===== src/hdl/tcs_pkg.sv =====
// Purpose: Shared constants for the tape controller command and status flag logic
// Assumes: 18-bit processor word, bit 0 is the least significant bit of each field
// Notes: Command codes are the six-digit octal instruction codes
package tcs_pkg;
    // Device command instruction codes (octal)
    localparam logic [17:0] TCS_CMD_CLEAR = 18'o707541;
    localparam logic [17:0] TCS_CMD_READ_CW = 18'o707552;
    localparam logic [17:0] TCS_CMD_XOR = 18'o707544;
    localparam logic [17:0] TCS_CMD_LOAD = 18'o707545;
    localparam logic [17:0] TCS_CMD_SKIP_ERR = 18'o707561;
    localparam logic [17:0] TCS_CMD_READ_SW = 18'o707572;
    localparam logic [17:0] TCS_CMD_SKIP_DONE = 18'o707601;
    // Command word width and field positions
    localparam int TCS_CW_W = 10;
    localparam int TCS_UNIT_LSB = 0;
    localparam int TCS_DIR_BIT = 3;
    localparam int TCS_GO_BIT = 4;
    localparam int TCS_MODE_BIT = 5;
    localparam int TCS_FN_LSB = 6;
    localparam int TCS_IE_BIT = 9;
    // Flag control bits in the processor word
    localparam int TCS_KEEP_ERR_BIT = 10;
    localparam int TCS_KEEP_DONE_BIT = 11;
    // Status word positions
    localparam int TCS_ST_ERR = 0;
    localparam int TCS_ST_MARK = 1;
    localparam int TCS_ST_EOT = 2;
    localparam int TCS_ST_SEL = 3;
    localparam int TCS_ST_PAR = 4;
    localparam int TCS_ST_TIM = 5;
    localparam int TCS_ST_DONE = 11;
    localparam int TCS_SEL_BITS_HI = 4;
    // Memory locations used by the data channel and the interrupt vector
    localparam logic [5:0] TCS_LOC_COUNT = 6'o30;
    localparam logic [5:0] TCS_LOC_POINTER = 6'o31;
    localparam logic [5:0] TCS_LOC_VECTOR = 6'o44;
    localparam logic [1:0] TCS_INT_LEVEL = 2'h1;
    // Select delay
    localparam int TCS_CLK_HZ = 25000000;
    localparam int TCS_SEL_DELAY_MS = 140;
    localparam int TCS_SEL_DELAY_CYC = TCS_SEL_DELAY_MS * (TCS_CLK_HZ / 1000);
    localparam logic [17:0] TCS_ZERO_WORD = 18'h00000;
    // Function codes
    typedef enum logic [2:0] {
        TCS_FN_MOVE = 3'h0,
        TCS_FN_SEARCH = 3'h1,
        TCS_FN_READ_DATA = 3'h2,
        TCS_FN_READ_ALL = 3'h3,
        TCS_FN_WRITE_DATA = 3'h4,
        TCS_FN_WRITE_ALL = 3'h5,
        TCS_FN_WRITE_TIMING = 3'h6,
        TCS_FN_UNUSED = 3'h7
    } tcs_fn_e;
endpackage


===== src/hdl/tcs_delay.sv =====
// Purpose: Select delay timer started by a pulse, busy while counting
// Assumes: Count is at least one cycle
// Notes: A new start restarts the count
`timescale 1ns/10ps
module tcs_delay #(
    parameter int COUNT = 3500000
) (
    // Clock and reset
    input wire logic clock,
    input wire logic rst,
    // Control
    input wire logic start,
    output logic busy
);
    localparam int CW = $clog2(COUNT + 1);
    logic [CW-1:0] cnt_r; // Remaining cycles
    logic busy_r; // Registered so the top output comes from a flip-flop

    // Down counter, restartable; busy drops on the edge the count hits zero
    always_ff @(posedge clock) begin
        if (rst) begin
            cnt_r <= '0;
            busy_r <= 1'b0;
        end else if (start) begin
            cnt_r <= CW'(COUNT);
            busy_r <= 1'b1;
        end else if (cnt_r != '0) begin
            cnt_r <= cnt_r - CW'(1);
            busy_r <= (cnt_r != CW'(1));
        end
    end

    assign busy = busy_r;
endmodule


===== src/hdl/tcs_zero_fill.sv =====
// Purpose: Track count overflow within a write block and force zero data after it
// Assumes: Block boundaries and count overflow strobes come from the transfer sequencer
// Notes: Held until the next block starts
`timescale 1ns/10ps
module tcs_zero_fill #(
    parameter int W = 18
) (
    // Clock and reset
    input wire logic clock,
    input wire logic rst,
    // Block events
    input wire logic block_start,
    input wire logic count_overflow,
    // Data path
    input wire logic [W-1:0] mem_word,
    output logic [W-1:0] tape_word,
    output logic fetch_allowed,
    output logic overflowed
);
    logic ovf_r; // Overflow seen this block

    // Overflow tracking, set wins over block restart
    always_ff @(posedge clock) begin
        if (rst) begin
            ovf_r <= 1'b0;
        end else if (count_overflow) begin
            ovf_r <= 1'b1;
        end else if (block_start) begin
            ovf_r <= 1'b0;
        end
    end

    assign overflowed = ovf_r;
    assign fetch_allowed = !ovf_r;
    assign tape_word = ovf_r ? '0 : mem_word;
endmodule


===== src/hdl/tcs_top.sv =====
// Purpose: Command word, error flags and done flag of a block tape controller
// Assumes: Command strobe is one cycle, bus inputs synchronous to clock
// Notes: Outputs other than the fixed vector, level and locations are registered and lag their cause by one cycle
`timescale 1ns/10ps
module tcs_top
    import tcs_pkg::*;
#(
    parameter int SEL_DELAY = TCS_SEL_DELAY_CYC,
    parameter int WORD_W = 18
) (
    // Clock and reset
    input wire logic clock,
    input wire logic rst,
    // Device command bus
    input wire logic cmd_valid,
    input wire logic [17:0] cmd_code,
    input wire logic [WORD_W-1:0] main_reg_in,
    output logic [WORD_W-1:0] main_reg_out,
    output logic main_reg_load,
    output logic skip_pulse,
    // Interrupt
    output logic int_req,
    output logic [5:0] int_vector,
    output logic [1:0] int_level,
    // Data channel locations
    output logic [5:0] count_loc,
    output logic [5:0] pointer_loc,
    output logic dch_allow,
    // Transport and sequencer events
    input wire logic block_start,
    input wire logic block_end,
    input wire logic count_overflow,
    input wire logic word_done,
    input wire logic mark_bad,
    input wire logic end_zone,
    input wire logic check_fail,
    input wire logic data_miss,
    input wire logic over_data_area,
    input wire logic unit_count_bad,
    input wire logic write_locked,
    input wire logic unit_offline,
    input wire logic format_switch_position,
    // Write data path
    input wire logic [WORD_W-1:0] mem_word,
    output logic [WORD_W-1:0] tape_word,
    output logic mem_fetch_en,
    // Transport control
    output logic [TCS_CW_W-1:0] command_word,
    output logic writers_en,
    output logic select_busy
);
    logic [TCS_CW_W-1:0] cw_r; // Command word
    logic err_mark_r, err_eot_r, err_sel_r, err_par_r, err_tim_r; // Error bits
    logic done_r; // Done flag
    logic tim_stop, tim_ovf; // Timing errors that stop, and the overflow one that does not
    logic wr_dis_r; // Writers disabled after overflow
    logic dch_r; // Word-count flip-flop
    logic [WORD_W-1:0] reg_out_r;
    logic reg_load_r, skip_r, int_r, wen_r, fetch_r;
    logic [WORD_W-1:0] tape_r;
    logic [2:0] fn;
    logic cont_mode, go;
    logic is_clear, is_xor, is_load, is_read_cw, is_read_sw, is_skip_e, is_skip_d;
    logic sum_err, new_err_stop, sel_cond, par_now, tim_cond, mark_cond, eot_cond;
    logic [WORD_W-1:0] fill_word;
    logic ovf_block, fetch_ok, delay_start, delay_busy;
    logic prev_dir_r; // Direction at last block start
    logic is_write;

    // Command decode helper
    function automatic logic cmd_is(input logic [17:0] c, input logic [17:0] ref_c);
        return cmd_valid && (c == ref_c);
    endfunction

    // Write-function test used by select and writer logic
    function automatic logic fn_writes(input logic [2:0] f);
        return (f == TCS_FN_WRITE_DATA) || (f == TCS_FN_WRITE_ALL) ||
            (f == TCS_FN_WRITE_TIMING);
    endfunction

    assign fn = cw_r[TCS_FN_LSB +: 3];
    assign cont_mode = cw_r[TCS_MODE_BIT];
    assign go = cw_r[TCS_GO_BIT];
    assign is_write = fn_writes(fn);
    assign is_clear = cmd_is(cmd_code, TCS_CMD_CLEAR);
    assign is_xor = cmd_is(cmd_code, TCS_CMD_XOR);
    assign is_load = cmd_is(cmd_code, TCS_CMD_LOAD);
    assign is_read_cw = cmd_is(cmd_code, TCS_CMD_READ_CW);
    assign is_read_sw = cmd_is(cmd_code, TCS_CMD_READ_SW);
    assign is_skip_e = cmd_is(cmd_code, TCS_CMD_SKIP_ERR);
    assign is_skip_d = cmd_is(cmd_code, TCS_CMD_SKIP_DONE);

    assign sel_cond = go && (unit_count_bad || (is_write && write_locked) || unit_offline ||
        ((fn == TCS_FN_WRITE_TIMING) != format_switch_position) || (fn == TCS_FN_UNUSED));
    // mark error not in move or timing write
    assign mark_cond = mark_bad && go && (fn != TCS_FN_MOVE) && (fn != TCS_FN_WRITE_TIMING);
    // end zone with go and unchanged direction
    assign eot_cond = end_zone && go && (cw_r[TCS_DIR_BIT] == prev_dir_r);
    // parity only in read data at block end
    assign par_now = block_end && check_fail && (fn == TCS_FN_READ_DATA);
    // data miss, done not cleared, or data switch over data
    assign tim_stop = data_miss || (block_start && done_r && go) ||
        ((is_xor || is_load) && over_data_area &&
        ((main_reg_in[TCS_FN_LSB +: 3] == TCS_FN_READ_DATA) ||
        (main_reg_in[TCS_FN_LSB +: 3] == TCS_FN_WRITE_DATA)));
    // overflow timing error keeps the tape moving
    assign tim_ovf = block_end && ovf_block && fn == TCS_FN_WRITE_DATA && !cont_mode;
    assign tim_cond = tim_stop || tim_ovf;
    assign new_err_stop = sel_cond || mark_cond || eot_cond || tim_stop;
    // summary is OR of all error bits
    assign sum_err = err_mark_r | err_eot_r | err_sel_r | err_par_r | err_tim_r;
    assign delay_start = is_load || (is_xor && |main_reg_in[TCS_SEL_BITS_HI:0]);

    tcs_delay #(.COUNT(SEL_DELAY)) u_delay (
        .clock(clock),
        .rst(rst),
        .start(delay_start),
        .busy(delay_busy)
    );

    tcs_zero_fill #(.W(WORD_W)) u_fill (
        .clock(clock),
        .rst(rst),
        .block_start(block_start),
        .count_overflow(count_overflow),
        .mem_word(mem_word),
        .tape_word(fill_word),
        .fetch_allowed(fetch_ok),
        .overflowed(ovf_block)
    );

    // Direction tracking for end zone test
    always_ff @(posedge clock) begin
        if (rst) begin
            prev_dir_r <= 1'b0;
        end else if (block_start) begin
            prev_dir_r <= cw_r[TCS_DIR_BIT];
        end
    end

    // Command word; errors that stop the transport drop go
    always_ff @(posedge clock) begin
        if (rst) begin
            cw_r <= '0;
        end else if (is_clear) begin
            cw_r <= '0;
        end else if (is_load) begin
            cw_r <= main_reg_in[TCS_CW_W-1:0];
        end else if (is_xor) begin
            cw_r <= cw_r ^ main_reg_in[TCS_CW_W-1:0];
        end else if (new_err_stop) begin
            cw_r[TCS_GO_BIT] <= 1'b0;
        end
    end

    // Error bits; a new error wins over a clear in the same cycle
    always_ff @(posedge clock) begin
        if (rst) begin
            err_mark_r <= 1'b0;
            err_eot_r <= 1'b0;
            err_sel_r <= 1'b0;
            err_par_r <= 1'b0;
            err_tim_r <= 1'b0;
        end else begin
            if ((is_xor || is_load) && !main_reg_in[TCS_KEEP_ERR_BIT]) begin
                err_mark_r <= 1'b0;
                err_eot_r <= 1'b0;
                err_sel_r <= 1'b0;
                err_par_r <= 1'b0;
                err_tim_r <= 1'b0;
            end
            if (mark_cond) err_mark_r <= 1'b1;
            if (eot_cond) err_eot_r <= 1'b1;
            if (sel_cond) err_sel_r <= 1'b1;
            if (tim_cond) err_tim_r <= 1'b1;
            // normal parity goes up at block end with done
            // continuous parity goes up at block end too
            if (par_now) err_par_r <= 1'b1;
        end
    end

    // Done flag: block end, not in move (continuous only after overflow), or each normal-mode word of read/write all and write timing; not on stopping errors
    always_ff @(posedge clock) begin
        if (rst) begin
            done_r <= 1'b0;
        end else if (block_end && !new_err_stop &&
            (!cont_mode || ovf_block || count_overflow) && fn != TCS_FN_MOVE) begin
            // continuous write data done at overflow block end
            done_r <= 1'b1;
        end else if (word_done && !cont_mode &&
            (fn == TCS_FN_READ_ALL || fn == TCS_FN_WRITE_ALL ||
            fn == TCS_FN_WRITE_TIMING) && !new_err_stop) begin
            done_r <= 1'b1;
        end else if ((is_xor || is_load) && !main_reg_in[TCS_KEEP_DONE_BIT]) begin
            done_r <= 1'b0;
        end
    end

    // Writers and data fetch after overflow
    always_ff @(posedge clock) begin
        if (rst) begin
            wr_dis_r <= 1'b0;
            wen_r <= 1'b0;
            fetch_r <= 1'b0;
            tape_r <= TCS_ZERO_WORD;
            dch_r <= 1'b0;
        end else begin
            // write all stops after overflow word
            // writers disabled once overflow block ends
            // Set wins over a new command in the same cycle
            if ((count_overflow && fn == TCS_FN_WRITE_ALL) ||
                (block_end && ovf_block && fn == TCS_FN_WRITE_DATA)) begin
                wr_dis_r <= 1'b1;
            end else if (is_xor || is_load) begin
                wr_dis_r <= 1'b0;
            end
            wen_r <= go && is_write && !wr_dis_r && !delay_busy;
            fetch_r <= go && is_write && fetch_ok && !count_overflow;
            tape_r <= fill_word;
            if (is_xor) begin
                dch_r <= 1'b1;
            end else if (count_overflow) begin
                dch_r <= 1'b0;
            end
        end
    end

    // Register reads and skips
    always_ff @(posedge clock) begin
        if (rst) begin
            reg_out_r <= '0;
            reg_load_r <= 1'b0;
            skip_r <= 1'b0;
        end else begin
            reg_load_r <= is_read_cw || is_read_sw;
            reg_out_r <= '0;
            if (is_read_cw) begin
                // register cleared, command word ORed in
                reg_out_r <= WORD_W'(cw_r);
            end else if (is_read_sw) begin
                // register cleared, bits 0-5 and done at 11
                reg_out_r[TCS_ST_ERR] <= sum_err;
                reg_out_r[TCS_ST_MARK] <= err_mark_r;
                reg_out_r[TCS_ST_EOT] <= err_eot_r;
                reg_out_r[TCS_ST_SEL] <= err_sel_r;
                reg_out_r[TCS_ST_PAR] <= err_par_r;
                reg_out_r[TCS_ST_TIM] <= err_tim_r;
                reg_out_r[TCS_ST_DONE] <= done_r;
            end
            skip_r <= (is_skip_e && sum_err) || (is_skip_d && done_r);
        end
    end

    // Interrupt request
    always_ff @(posedge clock) begin
        if (rst) begin
            int_r <= 1'b0;
        end else begin
            int_r <= cw_r[TCS_IE_BIT] && (sum_err || done_r);
        end
    end

    assign count_loc = TCS_LOC_COUNT;
    assign pointer_loc = TCS_LOC_POINTER;
    assign int_vector = TCS_LOC_VECTOR;
    assign int_level = TCS_INT_LEVEL;
    assign main_reg_out = reg_out_r;
    assign main_reg_load = reg_load_r;
    assign skip_pulse = skip_r;
    assign int_req = int_r;
    assign dch_allow = dch_r;
    assign tape_word = tape_r;
    assign mem_fetch_en = fetch_r;
    assign command_word = cw_r;
    assign writers_en = wen_r;
    assign select_busy = delay_busy;

    // Assertions
    property p_int_gate;
        @(posedge clock) disable iff (rst) !cw_r[TCS_IE_BIT] |=> !int_req;
    endproperty
    a_int_gate: assert property (p_int_gate) else $error("int without enable");
    property p_int_req;
        @(posedge clock) disable iff (rst) (cw_r[TCS_IE_BIT] && done_r) |=> int_req;
    endproperty
    a_int_req: assert property (p_int_req) else $error("int missing");
    property p_clear;
        @(posedge clock) disable iff (rst) is_clear |=> (cw_r == '0);
    endproperty
    a_clear: assert property (p_clear) else $error("clear failed");
    property p_stop;
        @(posedge clock) disable iff (rst)
            (sel_cond && !is_clear && !is_load && !is_xor) |=> !go && err_sel_r;
    endproperty
    a_stop: assert property (p_stop) else $error("select error did not stop");
    property p_skip;
        @(posedge clock) disable iff (rst) (is_skip_d && done_r) |=> skip_pulse;
    endproperty
    a_skip: assert property (p_skip) else $error("skip missing");
    property p_par_fn;
        @(posedge clock) disable iff (rst)
            ($rose(err_par_r)) |-> $past(fn) == TCS_FN_READ_DATA;
    endproperty
    a_par_fn: assert property (p_par_fn) else $error("parity outside read");
    property p_load;
        @(posedge clock) disable iff (rst)
            is_load |=> cw_r == $past(main_reg_in[TCS_CW_W-1:0]) ##1 select_busy;
    endproperty
    a_load: assert property (p_load) else $error("load failed");
    property p_mark;
        @(posedge clock) disable iff (rst) $rose(err_mark_r) |-> $past(fn) != TCS_FN_MOVE;
    endproperty
    a_mark: assert property (p_mark) else $error("mark error in move");
    c_load: cover property (@(posedge clock) is_load);
    c_int: cover property (@(posedge clock) int_req);
    c_ovf: cover property (@(posedge clock) count_overflow ##[1:20] block_end);
endmodule


===== config.mk =====
export PLATFORM = sky130hd
export DESIGN_NAME = tcs_top
export DESIGN_NICKNAME = d
export VERILOG_FILES = /design/src/hdl/tcs_pkg.sv /design/src/hdl/tcs_delay.sv /design/src/hdl/tcs_zero_fill.sv /design/src/hdl/tcs_top.sv
export SDC_FILE = /design/constraint.sdc
export NUM_CORES = 1
export LEC_CHECK = 0
export BUFFER_PORTS_ARGS = -buffer_cell sky130_fd_sc_hd__buf_2
export CORE_AREA = 3 3 93 95
export CTS_CLUSTER_DIAMETER = 80
export DETAILED_ROUTE_END_ITERATION = 6
export DIE_AREA = 0 0 96 98
export PLACE_DENSITY = 0.8
export SLEW_MARGIN = 20
export SYNTH_ARGS = -nofsm -noshare
export SYNTH_HDL_FRONTEND = slang
export SYNTH_HIERARCHICAL = 1
export SYNTH_SLANG_ARGS = --single-unit
export TNS_END_PERCENT = 5

===== constraint.sdc =====
create_clock -name clock -period 3.14 [get_ports clock]
set_input_delay 0.628 -clock clock [delete_from_list [all_inputs] [get_ports clock]]
set_output_delay 0.628 -clock clock [all_outputs]
set_load 0.01 [all_outputs]

==> insert_results.sql <==
INSERT INTO impl_metrics (metric_group, metric, value, unit) VALUES
('status', 'status', 'complete, no violations', ''),
('detailed_routing', 'drt-vias-per-instance', '5.47', ''),
('power', 'cellPowerDensity', '699', 'mW/mm^2'),
('floorplan', 'floorplan.core_area', '0.00781', 'sq mm'),
('timing', 'worst-slew-pin-transition', '0.871', 'ns'),
('final_layout', 'seq_area', '0.00154', 'sq mm'),
('critical_path', 'cp.required', '3.40', 'ns'),
('place', 'routabilityCongestion', '0.832', ''),
('floorplan', 'dieWidth', '96', 'um'),
('critical_path', 'critical_path.max_fanout', '16', ''),
('floorplan', 'dieArea', '0.00941', 'sq mm'),
('synth', 'async_reset_ff_share', '0', '%'),
('timing', 'finalSetupTns', '0', 'ns'),
('critical_path', 'crit_path_frequent_cell', 'sky130_fd_sc_hd__or4_1', ''),
('synth', 'seq_area_frac_synth', '39.6', '%'),
('timing', 'finalClockSkew', '0.00564', 'ns'),
('timing', 'timing.fmax', '389', 'MHz'),
('grt', 'grt_overflow_total', '0', ''),
('power', 'totalPowerFinal', '3.18', 'mW'),
('power', 'power_frac_comb', '36.4', '%'),
('critical_path', 'critical_path.top_delay_family', 'simple AND/OR/NAND/NOR gates', ''),
('detailed_routing', 'drtAntennaViolNets', '0', ''),
('synth', 'syn-instance-count', '449', ''),
('synth', 'synth.distinct_cells', '68', ''),
('critical_path', 'worstPathBufferInverterCount', '1', ''),
('clock_network', 'cts.sink_count', '77', ''),
('synth', 'syn_area_per_cell', '8.67', 'sq um'),
('synth', 'synth_area_leaders', 'sky130_fd_sc_hd__dfxtp_1 (40%), sky130_fd_sc_hd__nor2b_1 (6.8%), sky130_fd_sc_hd__buf_4 (5.4%), sky130_fd_sc_hd__nor2_1 (3.5%), sky130_fd_sc_hd__nand3_1 (2.7%)', ''),
('power', 'switching_share', '37.6', '%'),
('place', 'detailed_place_hpwl', '6910', 'um'),
('power', 'clkPwrFrac', '25.3', '%'),
('synth', 'synth.largest_area_cell', 'sky130_fd_sc_hd__dfxtp_1', ''),
('timing', 'rsz_0062_raised_after_global_routing', 'no', ''),
('critical_path', 'crit-reg2reg-launch', 'u_delay/cnt_r[0]$_SDFFE_PP0P_', ''),
('critical_path', 'cp-startpoint', 'u_delay/cnt_r[0]$_SDFFE_PP0P_', ''),
('final_layout', 'diodes', '0', ''),
('grt', 'antenna_found_initial', '0', ''),
('floorplan', 'initial_utilization', '49.8', '%'),
('detailed_routing', 'drt-initial-drc-count', '191', ''),
('detailed_routing', 'drt_wl_total', '9390', 'um'),
('timing', 'timing.final.max_slew_violations', '0', ''),
('floorplan', 'io_pins', '143', ''),
('clock_network', 'clkSlewWorstSetupHoldPaths', '0.08', 'ns'),
('power', 'switching_power', '1.20', 'mW'),
('critical_path', 'rrSetupSlack', '0.57', 'ns'),
('clock_network', 'cts_hold_buf', '0', ''),
('synth', 'synth_top_area_share', '39.6', '%'),
('critical_path', 'critPathArrivalTime', '2.83', 'ns'),
('clock_network', 'clk_latency', '0.34', 'ns'),
('critical_path', 'crit_slowest_cell', 'sky130_fd_sc_hd__or4_1', ''),
('synth', 'synth_flop_cell', 'sky130_fd_sc_hd__dfxtp_1', ''),
('power', 'pwr-share-seq', '38.4', '%'),
('final_layout', 'nets', '620', ''),
('timing', 'slew_headroom', '42.0', '%'),
('critical_path', 'crit_path_cell_trace', 'inv_1, ha_1, or3b_2, or4_1, or4_1, a31oi_1', ''),
('floorplan', 'num_rows', '32', ''),
('clock_network', 'post-cts-setup-buffers', '0', ''),
('synth', 'yosys_register_bits', '77', ''),
('timing', 'number_of_failing_hold_endpoints_at_the_final_stage', '0', ''),
('detailed_routing', 'via_count', '3584', ''),
('final_layout', 'final.fill_count', '708', ''),
('critical_path', 'worstSetupStartpointType', 'register', ''),
('final_layout', 'layout-drive-gt1-share', '25.9', '%'),
('synth', 'synth_edf_count', '0', ''),
('detailed_routing', 'post_drt_wl_per_cell', '14.3', 'um'),
('critical_path', 'nature_of_the_critical_path_endpoint', 'register', ''),
('clock_network', 'max-clock-path-buffers', '2', ''),
('grt', 'wire_length_of_the_first_global_routing_pass', '15100', 'um'),
('grt', 'vias_in_the_first_global_route', '3233', ''),
('timing', 'period_minus_slack', '2.57', 'ns'),
('hold_path', 'min-delay-path-class', 'reg2reg', '');
-- worst register-to-register path: cells and delay by family (launching register included) --
kind | cells | cell delay [ns]
buffers and inverters | 1 | 0.08
flip-flops | 1 | 0.37
adder cells (fa/ha/maj) | 1 | 0.22
AND/OR/NAND/NOR | 3 | 1.67
AO/OA/AOI/OAI | 1 | 0.16
-- placed cells by master, fill, tap and decap left out, types with 3 or more instances in the layout --
master,netlist,layout
sky130_fd_sc_hd__a31oi_1,14,14
sky130_fd_sc_hd__nand4b_1,3,3
sky130_fd_sc_hd__clkbuf_8,2,9
sky130_fd_sc_hd__a311oi_1,4,4
sky130_fd_sc_hd__or4_1,7,7
sky130_fd_sc_hd__mux2i_1,6,6
sky130_fd_sc_hd__or2_2,3,3
sky130_fd_sc_hd__nand4_1,7,7
sky130_fd_sc_hd__clkinv_2,0,3
sky130_fd_sc_hd__o41ai_1,3,3
sky130_fd_sc_hd__a21oi_1,14,14
sky130_fd_sc_hd__inv_1,13,13
sky130_fd_sc_hd__and2_1,6,6
sky130_fd_sc_hd__or3_1,8,8
sky130_fd_sc_hd__a22o_1,6,6
sky130_fd_sc_hd__nor3b_1,3,3
sky130_fd_sc_hd__buf_4,28,3
sky130_fd_sc_hd__nand3b_1,10,10
sky130_fd_sc_hd__o21ai_0,10,10
sky130_fd_sc_hd__nor2b_1,42,42
sky130_fd_sc_hd__buf_2,3,109
sky130_fd_sc_hd__nor4_1,9,9
sky130_fd_sc_hd__dfxtp_1,77,77
sky130_fd_sc_hd__nor2_1,36,36
sky130_fd_sc_hd__o21ai_1,9,9
sky130_fd_sc_hd__nor3_1,15,15
sky130_fd_sc_hd__nand3_1,21,21
sky130_fd_sc_hd__or4b_1,3,3
sky130_fd_sc_hd__a211oi_1,5,5
sky130_fd_sc_hd__nand2_1,17,17
sky130_fd_sc_hd__o32ai_1,3,3
sky130_fd_sc_hd__xnor2_1,4,4
sky130_fd_sc_hd__conb_1,2,27
-- worst max path at each step --
stage / endpoint / cells after the start
2_1_floorplan: u_delay/cnt_r[13]$_SDFFE_PP0P_ / 10
3_3_place_gp: u_delay/cnt_r[16]$_SDFFE_PP0P_ / 6
3_5_place_dp: u_delay/cnt_r[9]$_SDFFE_PP0P_ / 9
4_1_cts: u_delay/cnt_r[16]$_SDFFE_PP0P_ / 6
5_1_grt: u_delay/cnt_r[16]$_SDFFE_PP0P_ / 6
6_report: u_delay/cnt_r[16]$_SDFFE_PP0P_ / 6
-- synthesized netlist by cell type (all sizes together), types with 4 or more instances --
library cell,count
or3,9
xnor2,4
mux2i,6
a31oi,14
a211oi,5
and2,6
a21oi,15
nor4,9
nand2,17
clkbuf,14
a22o,6
nand4,7
nor3,16
a311oi,4
nand3,22
nand3b,10
nor2,36
o21ai,19
dfxtp,77
inv,13
nor2b,42
or4,10
buf,34
-- through the flow --
step                      util [%]  worst slack, ns  hold slack (ns)  instances
after global routing          58.4            0.435            0.459        655
after CTS                     58.4            0.596            0.437        655
final                         58.4            0.570            0.438        655
after floorplan                  -            0.775            0.401        474
after global placement        55.6            0.654            0.428        639
after detailed placement      55.6            0.573            0.425        639
-- cells by family (layout without fill, tap and decap cells) --
group / after synthesis / count (layout) / synth area share (%)
compound gates: 88 / 88 / 16.0
other cells: 2 / 27 / 0.193
fa+ha+maj: 2 / 2 / 0.643
simple gates: 208 / 208 / 31.1
buf+inv: 62 / 141 / 9.94
xor+xnor: 4 / 4 / 0.900
mux: 6 / 6 / 1.54
flops: 77 / 77 / 39.6
-- power by group through the flow --
stage,clock network (mW),registers [mW],logic (mW)
after global routing,0.861,1.24,1.28
final,0.805,1.22,1.16
after detailed placement,0,1.24,1.14
after floorplan,0,1.22,0.927
after CTS,0.817,1.22,1.15
after global placement,0,1.23,1.10
-- registers in the layout, summed over array words and instances, names as in the netlist, 10 cells and up --
register       cells
command_word      10
main_reg_out      11
tape_word         18
u_delay/cnt_r     22
-- layer usage --
| layer | vias to the layer above | track usage, % | share of wire, % |
|---|---|---|---|
| li1 | 1773 | - | - |
| met1 | 1646 | 24.6 | 40 |
| met2 | 145 | 34.0 | 51 |
| met3 | 20 | 4.31 | 6.8 |
| met4 | 0 | 6.02 | 1.6 |
| met5 | - | 0 | 0 |
-- cell type report --
type	instances	area share [%]
Tap cell	102	2.80
Timing Repair Buffer	112	12.5
Multi-Input combinational cell	335	45.1
Clock buffer	9	2.72
Inverter	13	1.07
Sequential cell	77	33.8
Clock inverter	7	1.98
Power figures use the tool's default switching activity.
